**src/verilog/cebp_pkg.sv**
```systemverilog
// Shared constants and state types of the external bus port.
// Assumes both ends run on one clock and one asynchronous active-low reset.
package cebp_pkg;
    localparam int unsigned DATA_W = 32;
    localparam int unsigned BE_W = 4;
    localparam int unsigned LANE_W = 8;
    localparam int unsigned BLEN_W = 2;
    localparam int unsigned REQ_ADDR_W = 30;
    localparam int unsigned BURST_BEATS = 4;
    localparam int unsigned FIFO_DEPTH = 16;
    localparam int unsigned MEM_WORDS = 256;
    // Only code value 1 (four beats) is ever driven
    localparam logic [1:0] BLEN_FOUR = 2'h1;
    localparam logic [1:0] BEAT_FIRST = 2'h0;
    localparam logic [1:0] BEAT_LAST_BURST = 2'h3;
    localparam logic [1:0] BEAT_LAST_SINGLE = 2'h0;
    localparam logic [1:0] BEAT_STEP = 2'h1;
    localparam logic [3:0] ADDR_TOP_ZERO = 4'h0;
    localparam logic [DATA_W-1:0] DATA_ZERO = 32'h0000_0000;
    localparam logic [BE_W-1:0] BE_ZERO = 4'h0;
    localparam logic [REQ_ADDR_W-1:0] REQ_ADDR_ZERO = 30'h0000_0000;
    localparam logic [35:2] BUS_ADDR_ZERO = 34'h0_0000_0000;

    typedef enum logic [2:0] {
        CEBP_C_IDLE = 3'h0,
        CEBP_C_FILL = 3'h1,
        CEBP_C_ADDR = 3'h2,
        CEBP_C_READ = 3'h3,
        CEBP_C_WRITE = 3'h4,
        CEBP_C_WAITB = 3'h5
    } cebp_core_st_t;

    typedef enum logic [1:0] {
        CEBP_T_IDLE = 2'h0,
        CEBP_T_READ = 2'h1,
        CEBP_T_WRITE = 2'h2
    } cebp_tgt_st_t;
endpackage

```
**src/verilog/cebp_bus_if.sv**
```systemverilog
// Carrier of the external bus between the core end and the target end.
// Both ends sit on the same clock; no synchronisers are needed.
`timescale 1ns/1ns
interface cebp_bus_if;
    logic address_valid;
    logic address_ready;
    logic [35:2] bus_word_address;
    logic [3:0] byte_lane_enables;
    logic [1:0] burst_length_code;
    logic burst;
    logic write;
    logic [31:0] write_data_bus;
    logic [31:0] read_data_bus;
    logic read_data_valid;
    logic write_data_ready;
    logic read_bus_error;
    logic write_bus_error;
    logic external_buffers_empty;
    logic waiting_for_buffers_empty;
    logic subblock_order_select;

    modport core (
        output address_valid, bus_word_address, byte_lane_enables,
        output burst_length_code, burst, write, write_data_bus,
        output waiting_for_buffers_empty,
        input address_ready, read_data_bus, read_data_valid,
        input write_data_ready, read_bus_error, write_bus_error,
        input external_buffers_empty, subblock_order_select
    );

    modport target (
        input address_valid, bus_word_address, byte_lane_enables,
        input burst_length_code, burst, write, write_data_bus,
        input waiting_for_buffers_empty,
        output address_ready, read_data_bus, read_data_valid,
        output write_data_ready, read_bus_error, write_bus_error,
        output external_buffers_empty, subblock_order_select
    );
endinterface

```
**src/verilog/cebp_core_end.sv**
```systemverilog
// Core (bus master) end of the external bus port.
// Assumes a target end on the same clock keeps the far-side handshakes.
//
// Contract
// RQ1: Burst length code is always one (four beats).
// RQ2: System holds burst order select static.
// RQ3: Byte lane enables qualify each data byte.
// RQ4: Word address valid while address valid high.
// RQ5: Top four address bits are always zero.
// RQ6: Target flags each cycle of valid read data.
// RQ7: Target signals write ready; core holds data.
// RQ8: Read error taken with valid read data.
// RQ9: Target keeps read error low when idle.
// RQ10: Write error evaluated with accepted write ready.
// RQ11: Buffers-empty high only with nothing pending.
// RQ12: Buffers-empty drops after write ready, stays low.
// RQ13: Waiting output high while stalled on buffers.
// RQ14: Address phase ends cycle after ready sampled.
// RQ15: Address valid marks new transaction, always defined.
`timescale 1ns/1ns
module cebp_core_end
    import cebp_pkg::*;
(
    // Clock and reset
    input wire logic sys_clk_in,
    input wire logic nrst_in,
    // External bus
    cebp_bus_if.core bus,
    // Transaction request
    input wire logic req_valid_in,
    input wire logic req_write_in,
    input wire logic req_burst_in,
    input wire logic [REQ_ADDR_W-1:0] req_addr_in,
    input wire logic [BE_W-1:0] req_be_in,
    output logic req_ready_out,
    // Write words, gathered before the address phase
    input wire logic wbeat_valid_in,
    input wire logic [DATA_W-1:0] wbeat_data_in,
    output logic wbeat_ready_out,
    // Buffer drain barrier
    input wire logic sync_req_in,
    output logic sync_done_out,
    // Read answers
    output logic rd_valid_out,
    output logic [DATA_W-1:0] rd_data_out,
    output logic [1:0] rd_word_out,
    output logic rd_err_out,
    // Write completion
    output logic wr_done_out,
    output logic wr_err_out
);
    cebp_core_st_t state_ff;
    cebp_core_st_t nxt_state;
    logic [REQ_ADDR_W-1:0] addr_ff;
    logic [BE_W-1:0] be_ff;
    logic wr_ff;
    logic burst_ff;
    logic [1:0] beat_ff;
    logic [1:0] nxt_beat;
    logic [DATA_W-1:0] wbuf_ff [BURST_BEATS];
    logic [DATA_W-1:0] wout_ff;
    logic [DATA_W-1:0] rd_data_ff;
    logic rd_valid_ff;
    logic rd_err_ff;
    logic [1:0] rd_word_ff;
    logic wr_done_ff;
    logic wr_err_ff;
    logic wr_err_acc_ff;
    logic sync_done_ff;

    wire logic [DATA_W-1:0] lane_mask;
    wire logic [1:0] last_beat;
    wire logic at_last;
    wire logic [1:0] ord_word;
    wire logic take_req;
    wire logic take_sync;
    wire logic fill_beat;
    wire logic addr_done;
    wire logic rd_beat;
    wire logic wr_beat;

    // One mask byte per lane, all ones where the lane is enabled
    genvar lane;
    generate
        for (lane = 0; lane < BE_W; lane++)
        begin : g_lane
            assign lane_mask[lane*LANE_W +: LANE_W] =
                {LANE_W{be_ff[lane]}}; // RQ3
        end
    endgenerate

    assign last_beat = burst_ff ? BEAT_LAST_BURST : BEAT_LAST_SINGLE;
    assign at_last = (beat_ff == last_beat);
    assign nxt_beat = beat_ff + BEAT_STEP;
    // Word of the line that the current beat carries
    assign ord_word = bus.subblock_order_select ?
        (addr_ff[1:0] ^ beat_ff) : (addr_ff[1:0] + beat_ff); // RQ2

    assign take_req = (state_ff == CEBP_C_IDLE) && req_valid_in;
    assign take_sync = (state_ff == CEBP_C_IDLE) && !req_valid_in &&
        sync_req_in;
    assign fill_beat = (state_ff == CEBP_C_FILL) && wbeat_valid_in;
    // Address phase closes one cycle after ready is seen high
    assign addr_done = (state_ff == CEBP_C_ADDR) &&
        bus.address_ready; // RQ14
    assign rd_beat = (state_ff == CEBP_C_READ) &&
        bus.read_data_valid; // RQ8
    assign wr_beat = (state_ff == CEBP_C_WRITE) &&
        bus.write_data_ready; // RQ7

    assign req_ready_out = (state_ff == CEBP_C_IDLE);
    assign wbeat_ready_out = (state_ff == CEBP_C_FILL);

    // Bus outputs
    assign bus.address_valid = (state_ff == CEBP_C_ADDR); // RQ15
    assign bus.bus_word_address = {ADDR_TOP_ZERO, addr_ff}; // RQ4 RQ5
    assign bus.byte_lane_enables = be_ff; // RQ3
    assign bus.burst_length_code = BLEN_FOUR; // RQ1
    assign bus.burst = burst_ff;
    assign bus.write = wr_ff;
    assign bus.write_data_bus = wout_ff;
    assign bus.waiting_for_buffers_empty =
        (state_ff == CEBP_C_WAITB); // RQ13

    assign rd_valid_out = rd_valid_ff;
    assign rd_data_out = rd_data_ff;
    assign rd_word_out = rd_word_ff;
    assign rd_err_out = rd_err_ff;
    assign wr_done_out = wr_done_ff;
    assign wr_err_out = wr_err_ff;
    assign sync_done_out = sync_done_ff;

    always_comb
    begin
        nxt_state = state_ff;
        case (state_ff)
            CEBP_C_IDLE:
            begin
                if (take_req)
                    nxt_state = req_write_in ? CEBP_C_FILL : CEBP_C_ADDR;
                else if (take_sync)
                    nxt_state = CEBP_C_WAITB;
            end
            CEBP_C_FILL:
            begin
                if (fill_beat && at_last)
                    nxt_state = CEBP_C_ADDR;
            end
            CEBP_C_ADDR:
            begin
                if (addr_done)
                    nxt_state = wr_ff ? CEBP_C_WRITE : CEBP_C_READ;
            end
            CEBP_C_READ:
            begin
                if (rd_beat && at_last)
                    nxt_state = CEBP_C_IDLE;
            end
            CEBP_C_WRITE:
            begin
                if (wr_beat && at_last)
                    nxt_state = CEBP_C_IDLE;
            end
            CEBP_C_WAITB:
            begin
                // Stall lasts until every external buffer has drained
                if (bus.external_buffers_empty)
                    nxt_state = CEBP_C_IDLE; // RQ13
            end
            default:
                nxt_state = CEBP_C_IDLE;
        endcase
    end

    always_ff @(posedge sys_clk_in or negedge nrst_in)
    begin
        if (!nrst_in)
            state_ff <= CEBP_C_IDLE;
        else
            state_ff <= nxt_state;
    end

    always_ff @(posedge sys_clk_in or negedge nrst_in)
    begin
        if (!nrst_in)
        begin
            addr_ff <= REQ_ADDR_ZERO;
            be_ff <= BE_ZERO;
            wr_ff <= 1'b0;
            burst_ff <= 1'b0;
        end
        else if (take_req)
        begin
            addr_ff <= req_addr_in;
            be_ff <= req_be_in;
            wr_ff <= req_write_in;
            burst_ff <= req_burst_in;
        end
    end

    // One beat counter serves gathering, reading and writing
    always_ff @(posedge sys_clk_in or negedge nrst_in)
    begin
        if (!nrst_in)
            beat_ff <= BEAT_FIRST;
        else if (take_req || addr_done || (fill_beat && at_last))
            beat_ff <= BEAT_FIRST;
        else if (fill_beat || rd_beat || wr_beat)
            beat_ff <= nxt_beat;
    end

    // Disabled lanes are zeroed at gathering time
    always_ff @(posedge sys_clk_in)
    begin
        if (fill_beat)
            wbuf_ff[beat_ff] <= wbeat_data_in & lane_mask; // RQ3
    end

    // Write word stays put until the target takes it
    always_ff @(posedge sys_clk_in or negedge nrst_in)
    begin
        if (!nrst_in)
            wout_ff <= DATA_ZERO;
        else if (addr_done)
            wout_ff <= wbuf_ff[BEAT_FIRST];
        else if (wr_beat && !at_last)
            wout_ff <= wbuf_ff[nxt_beat]; // RQ7
    end

    always_ff @(posedge sys_clk_in or negedge nrst_in)
    begin
        if (!nrst_in)
        begin
            rd_valid_ff <= 1'b0;
            rd_err_ff <= 1'b0;
            rd_data_ff <= DATA_ZERO;
            rd_word_ff <= BEAT_FIRST;
        end
        else
        begin
            rd_valid_ff <= rd_beat;
            rd_err_ff <= rd_beat && bus.read_bus_error; // RQ8
            if (rd_beat)
            begin
                rd_data_ff <= bus.read_data_bus & lane_mask; // RQ3
                rd_word_ff <= ord_word;
            end
        end
    end

    // Error of any beat of a write is reported once at its end
    always_ff @(posedge sys_clk_in or negedge nrst_in)
    begin
        if (!nrst_in)
        begin
            wr_err_acc_ff <= 1'b0;
            wr_done_ff <= 1'b0;
            wr_err_ff <= 1'b0;
        end
        else
        begin
            wr_done_ff <= wr_beat && at_last;
            wr_err_ff <= wr_beat && at_last &&
                (wr_err_acc_ff || bus.write_bus_error); // RQ10
            if (addr_done)
                wr_err_acc_ff <= 1'b0;
            else if (wr_beat)
                wr_err_acc_ff <= wr_err_acc_ff ||
                    bus.write_bus_error; // RQ10
        end
    end

    always_ff @(posedge sys_clk_in or negedge nrst_in)
    begin
        if (!nrst_in)
            sync_done_ff <= 1'b0;
        else
            sync_done_ff <= (state_ff == CEBP_C_WAITB) &&
                bus.external_buffers_empty;
    end
endmodule

```
**src/flat_wrapper.sv**
```systemverilog
// flat-port wrapper written by rule: the top's interface ports become plain ports
module cebp_core_end_flat import cebp_pkg::*;
  (sys_clk_in, nrst_in, req_valid_in, req_write_in, req_burst_in, req_addr_in, req_be_in, req_ready_out, wbeat_valid_in, wbeat_data_in, wbeat_ready_out, sync_req_in, sync_done_out, rd_valid_out, rd_data_out, rd_word_out, rd_err_out, wr_done_out, wr_err_out, bus_address_valid, bus_bus_word_address, bus_byte_lane_enables, bus_burst_length_code, bus_burst, bus_write, bus_write_data_bus, bus_waiting_for_buffers_empty, bus_address_ready, bus_read_data_bus, bus_read_data_valid, bus_write_data_ready, bus_read_bus_error, bus_write_bus_error, bus_external_buffers_empty, bus_subblock_order_select);
  cebp_bus_if bus_i ();
  input wire logic sys_clk_in;
  input wire logic nrst_in;
  input wire logic req_valid_in;
  input wire logic req_write_in;
  input wire logic req_burst_in;
  input wire logic [REQ_ADDR_W-1:0] req_addr_in;
  input wire logic [BE_W-1:0] req_be_in;
  output logic req_ready_out;
  input wire logic wbeat_valid_in;
  input wire logic [DATA_W-1:0] wbeat_data_in;
  output logic wbeat_ready_out;
  input wire logic sync_req_in;
  output logic sync_done_out;
  output logic rd_valid_out;
  output logic [DATA_W-1:0] rd_data_out;
  output logic [1:0] rd_word_out;
  output logic rd_err_out;
  output logic wr_done_out;
  output logic wr_err_out;
  output wire logic [$bits(bus_i.address_valid)-1:0] bus_address_valid;
  output wire logic [$bits(bus_i.bus_word_address)-1:0] bus_bus_word_address;
  output wire logic [$bits(bus_i.byte_lane_enables)-1:0] bus_byte_lane_enables;
  output wire logic [$bits(bus_i.burst_length_code)-1:0] bus_burst_length_code;
  output wire logic [$bits(bus_i.burst)-1:0] bus_burst;
  output wire logic [$bits(bus_i.write)-1:0] bus_write;
  output wire logic [$bits(bus_i.write_data_bus)-1:0] bus_write_data_bus;
  output wire logic [$bits(bus_i.waiting_for_buffers_empty)-1:0] bus_waiting_for_buffers_empty;
  input wire logic [$bits(bus_i.address_ready)-1:0] bus_address_ready;
  input wire logic [$bits(bus_i.read_data_bus)-1:0] bus_read_data_bus;
  input wire logic [$bits(bus_i.read_data_valid)-1:0] bus_read_data_valid;
  input wire logic [$bits(bus_i.write_data_ready)-1:0] bus_write_data_ready;
  input wire logic [$bits(bus_i.read_bus_error)-1:0] bus_read_bus_error;
  input wire logic [$bits(bus_i.write_bus_error)-1:0] bus_write_bus_error;
  input wire logic [$bits(bus_i.external_buffers_empty)-1:0] bus_external_buffers_empty;
  input wire logic [$bits(bus_i.subblock_order_select)-1:0] bus_subblock_order_select;
  assign bus_address_valid = bus_i.address_valid;
  assign bus_bus_word_address = bus_i.bus_word_address;
  assign bus_byte_lane_enables = bus_i.byte_lane_enables;
  assign bus_burst_length_code = bus_i.burst_length_code;
  assign bus_burst = bus_i.burst;
  assign bus_write = bus_i.write;
  assign bus_write_data_bus = bus_i.write_data_bus;
  assign bus_waiting_for_buffers_empty = bus_i.waiting_for_buffers_empty;
  assign bus_i.address_ready = bus_address_ready;
  assign bus_i.read_data_bus = bus_read_data_bus;
  assign bus_i.read_data_valid = bus_read_data_valid;
  assign bus_i.write_data_ready = bus_write_data_ready;
  assign bus_i.read_bus_error = bus_read_bus_error;
  assign bus_i.write_bus_error = bus_write_bus_error;
  assign bus_i.external_buffers_empty = bus_external_buffers_empty;
  assign bus_i.subblock_order_select = bus_subblock_order_select;
  cebp_core_end u_core (.sys_clk_in(sys_clk_in), .nrst_in(nrst_in), .bus(bus_i), .req_valid_in(req_valid_in), .req_write_in(req_write_in), .req_burst_in(req_burst_in), .req_addr_in(req_addr_in), .req_be_in(req_be_in), .req_ready_out(req_ready_out), .wbeat_valid_in(wbeat_valid_in), .wbeat_data_in(wbeat_data_in), .wbeat_ready_out(wbeat_ready_out), .sync_req_in(sync_req_in), .sync_done_out(sync_done_out), .rd_valid_out(rd_valid_out), .rd_data_out(rd_data_out), .rd_word_out(rd_word_out), .rd_err_out(rd_err_out), .wr_done_out(wr_done_out), .wr_err_out(wr_err_out));
endmodule
```
**config.mk**
```make
export PLATFORM = sky130hd
export DESIGN_NAME = cebp_core_end_flat
export DESIGN_NICKNAME = d
export VERILOG_FILES = /design/src/verilog/cebp_pkg.sv /design/src/verilog/cebp_bus_if.sv /design/src/verilog/cebp_core_end.sv /design/src/flat_wrapper.sv
export SDC_FILE = /design/constraint.sdc
export NUM_CORES = 1
export LEC_CHECK = 0
export BUFFER_PORTS_ARGS = -buffer_cell sky130_fd_sc_hd__buf_2
export CAP_MARGIN = 0
export CORE_MARGIN = 2
export CORE_UTILIZATION = 40
export DETAILED_ROUTE_END_ITERATION = 16
export PLACE_DENSITY = 0.69
export SLEW_MARGIN = 10
export SYNTH_ARGS = -nofsm -noshare
export SYNTH_HDL_FRONTEND = slang
export SYNTH_SLANG_ARGS = --single-unit
```
**constraint.sdc**
```tcl
create_clock -name sys_clk_in -period 2.4 [get_ports sys_clk_in]
set_clock_uncertainty 0.1 [all_clocks]
set_input_delay 0.12 -clock sys_clk_in [delete_from_list [all_inputs] [get_ports sys_clk_in]]
set_output_delay 0.12 -clock sys_clk_in [all_outputs]
set_load 0.01 [all_outputs]
```
==> results.yml <==
floorplanning:
  num_io_pins: 229
  rows: 56
  start_util: 0.4087
  die_h_microns: 159.3
  die_w_microns: 159.3
  core_area_sq_mm: 0.02361
  fp.dieArea_sq_mm: 0.02538
pwr:
  power.density_mw_per_mm2: 1191
  p_comb_frac: 0.335
  p_int_mw: 10.44
  swShare: 0.3370
  p_sw_mw: 5.306
  max-vdd-ir-drop_mv: 0.5344
  power_frac_seq: 0.409
  pwr-share-clk: 0.256
  p_leak_nw: 5.686
routing:
  routed_via_density: 4.971
  drc_errors: 0
  drtAntennaViolNets: 0
  wl_mm: 25.19
  vias: 6870
  dr.first_iter.drc_count: 341
  wl_per_cell_microns: 18.23
  drt_pass1_iterations: 4
placed_design:
  dpl-instance-area_sq_mm: 0.01121
  port_buffers: 222
  place_ws_ps: 327.2
  gp_congestion: 0.8146
  detailedPlacementHpwl_mm: 16.41
global_routing:
  grt_usage: 0.1965
  grt_pass1_vias: 6957
  gr-total-overflow: 0
  grt_pass1_wl_mm: 39.17
  antenna_found_initial: 3
  grt_max_degree: 46
logic_synthesis:
  synth_cell_types: 54
  synth-edff-count: 128
  netlist_area_sq_mm: 0.009651
  synthTopCellsByArea: "edfxtp_1 (40%), dfrtp_1 (29%), mux2_2 (5.4%)"
  synthTopCellsByCount: "edfxtp_1 (128), dfrtp_1 (113), nand2_1 (91)"
  syn-instance-count: 691
  async_flop_share: 0.4689
  ys_ff_latch: 241
  synth_top_area_frac: 0.3983
  avgSynthCellArea_sq_um: 13.97
  post-synth-top-area-cell: "edfxtp_1"
  synth.most_common_cell: "edfxtp_1"
  synth_ff_type: "edfxtp_1"
  yosysSeqAreaShare: 0.6913
  ys_warn_count: 0
timing:
  fin_ws_ps: 312.1
  setup_viol: 0
  slew_headroom: 0.4279
  fin_crit_sh: 0.8700
  max_freq_ghz: 0.4790
  max_slew.worst_pin.slew_ps: 858.2
  rsz0062_at_grt: "false"
  maxSlewViolCount: 0
  tns_ps: 0
  hold_viol: 0
  layout_min_cycle_time_ps: 2088
cells_and_area:
  postLayoutCellArea_sq_mm: 0.01322
  final_util: 0.5599
  syn_to_final_growth_pct: 37.00
  final_nets: 1158
  drive_above_1_share: 0.3572
cts:
  cts_tree: "done"
  cts_resized: 0
  cts_sinks: 241
  clock_path_buffers: 3
  cts_made_buffers: 26
  clock-root-buffer: "clkbuf_16"
  clkTransAtPathRegs_ps: 60
  h-tree-depth: 1
  cts_hold_buf: 111
  clock_latency_ps: 530
  cts_setup_buffers: 0
job:
  maxCapViolCount: 0
setup_path:
  r2r.worst_path.cells: 6
  crit_arrival_ps: 2440
  worst_setup_path_end_kind: "flop"
  slowest_delay_ps: 400
  r2r_slack_ps: 310
  crit_required_ps: 2760
  crit_path_cell_trace: "buf_4 > and3_1 > or3_1 > buf_4 > nand2_4 > o221a_2"
  r2r_end: "u_core.bus.write_data_bus[27]$_DFFE_PN0P_"
  critPathLaunchType: "flop"
  worstPathMaxFanout: 26
  r2r_start: "u_core.beat_ff[0]$_DFFE_PN0P_"
  critical_path_class: "flop to flop"
  worst-path-buf-inv: 2
  crit_family: "simple AND/OR/NAND/NOR gates"
  critPathSlowestCell: "dfrtp_1"
  cpMostUsedCell: "buf_4"
worst_hold_path:
  hold_path.class: "input port to asynchronous set/reset pin"
status:
  status: "finished, final reports clean"
worst max path at each step:
stage          depth (start not counted)                                         to                     startpoint
3_5_place_dp                           6   u_core.bus.write_data_bus[2]$_DFFE_PN0P_  u_core.beat_ff[0]$_DFFE_PN0P_
5_1_grt                                6  u_core.bus.write_data_bus[17]$_DFFE_PN0P_  u_core.beat_ff[0]$_DFFE_PN0P_
3_3_place_gp                           6   u_core.bus.write_data_bus[9]$_DFFE_PN0P_  u_core.beat_ff[0]$_DFFE_PN0P_
2_1_floorplan                         11  u_core.bus.write_data_bus[12]$_DFFE_PN0P_  u_core.beat_ff[0]$_DFFE_PN0P_
6_report                               6  u_core.bus.write_data_bus[27]$_DFFE_PN0P_  u_core.beat_ff[0]$_DFFE_PN0P_
4_1_cts                                6  u_core.bus.write_data_bus[27]$_DFFE_PN0P_  u_core.beat_ff[0]$_DFFE_PN0P_
metal layers:
layer / part of all wire / vias to the layer above / track usage
li1: - / 3241 / -
met1: 0.41 / 3398 / 0.2484
met2: 0.52 / 180 / 0.3466
met3: 0.046 / 51 / 0.02996
met4: 0.027 / 0 / 0.06570
met5: 0 / - / 0
power by group through the flow:
stage / clock (mW) / sequential, mW / combinational [mW]
finish: 4.03 / 6.43 / 5.28
global route: 4.31 / 6.58 / 5.78
global placement: 0 / 6.49 / 5.07
detailed placement: 0 / 6.51 / 5.19
CTS: 4.13 / 6.45 / 5.35
floorplan: 0 / 6.58 / 2.94
placed cells by master, fill, tap and decap left out, types with 9 or more instances in the layout:
cell             n
buf_2          221
edfxtp_1       128
dfrtp_1        113
dlygate4sd3_1  111
nand2_1         91
mux2_2          46
nand3_1         39
and2_1          35
buf_4           30
clkbuf_16       27
nor2_1          19
nor3_1          19
or3_1           17
o22ai_1         17
a31oi_1         17
a211o_1         12
a22o_1          10
o221a_2         10
clkbuf_8         9
metrics by stage:
stage | cells | hold WS (ps) | total power, mW
6_report | 1382 | 61.39 | 15.75
5_1_grt | 1381 | 104.3 | 16.67
4_1_cts | 1380 | 73.49 | 15.94
3_5_place_dp | 1221 | 77.78 | 11.70
3_3_place_gp | 1221 | 71.11 | 11.55
2_1_floorplan | 695 | -275.6 | 9.523
flip-flops by register name, summed over array words and instances (netlist names), 2 cells and up:
name / count
u_core.wbuf_ff: 128
u_core.bus.write_data_bus: 32
u_core.rd_data_out: 32
u_core.addr_ff: 30
u_core.bus.byte_lane_enables: 4
u_core.state_ff: 3
u_core.beat_ff: 2
u_core.rd_word_out: 2
cell type report:
| cell class | count | area (sq um) |
|---|---|---|
| multi-input combinational | 401 | 2728 |
| sequential | 241 | 6671 |
| clock buffer | 41 | 818.3 |
| inverter | 6 | 22.52 |
| clock inverter | 7 | 75.07 |
| tap | 319 | 399.1 |
| timing repair buffer | 365 | 2502 |
| antenna | 2 | 5.005 |
| fill | 1969 | 10390 |
kinds of logic (layout without fill, tap and decap cells):
logic type               after synthesis  in the layout  synth area share
AO/OA/AOI/OAI                         86             86           0.07079
XOR/XNOR                               3              3          0.002723
adder cells (fa/ha/maj)                5              5          0.006483
buffers and inverters                 53            419           0.02943
flip-flops                           241            241            0.6913
multiplexers                          53             53           0.06872
other                                  2              8         0.0007782
AND/OR/NAND/NOR                      248            248            0.1298
Power figures use the tool's default switching activity.
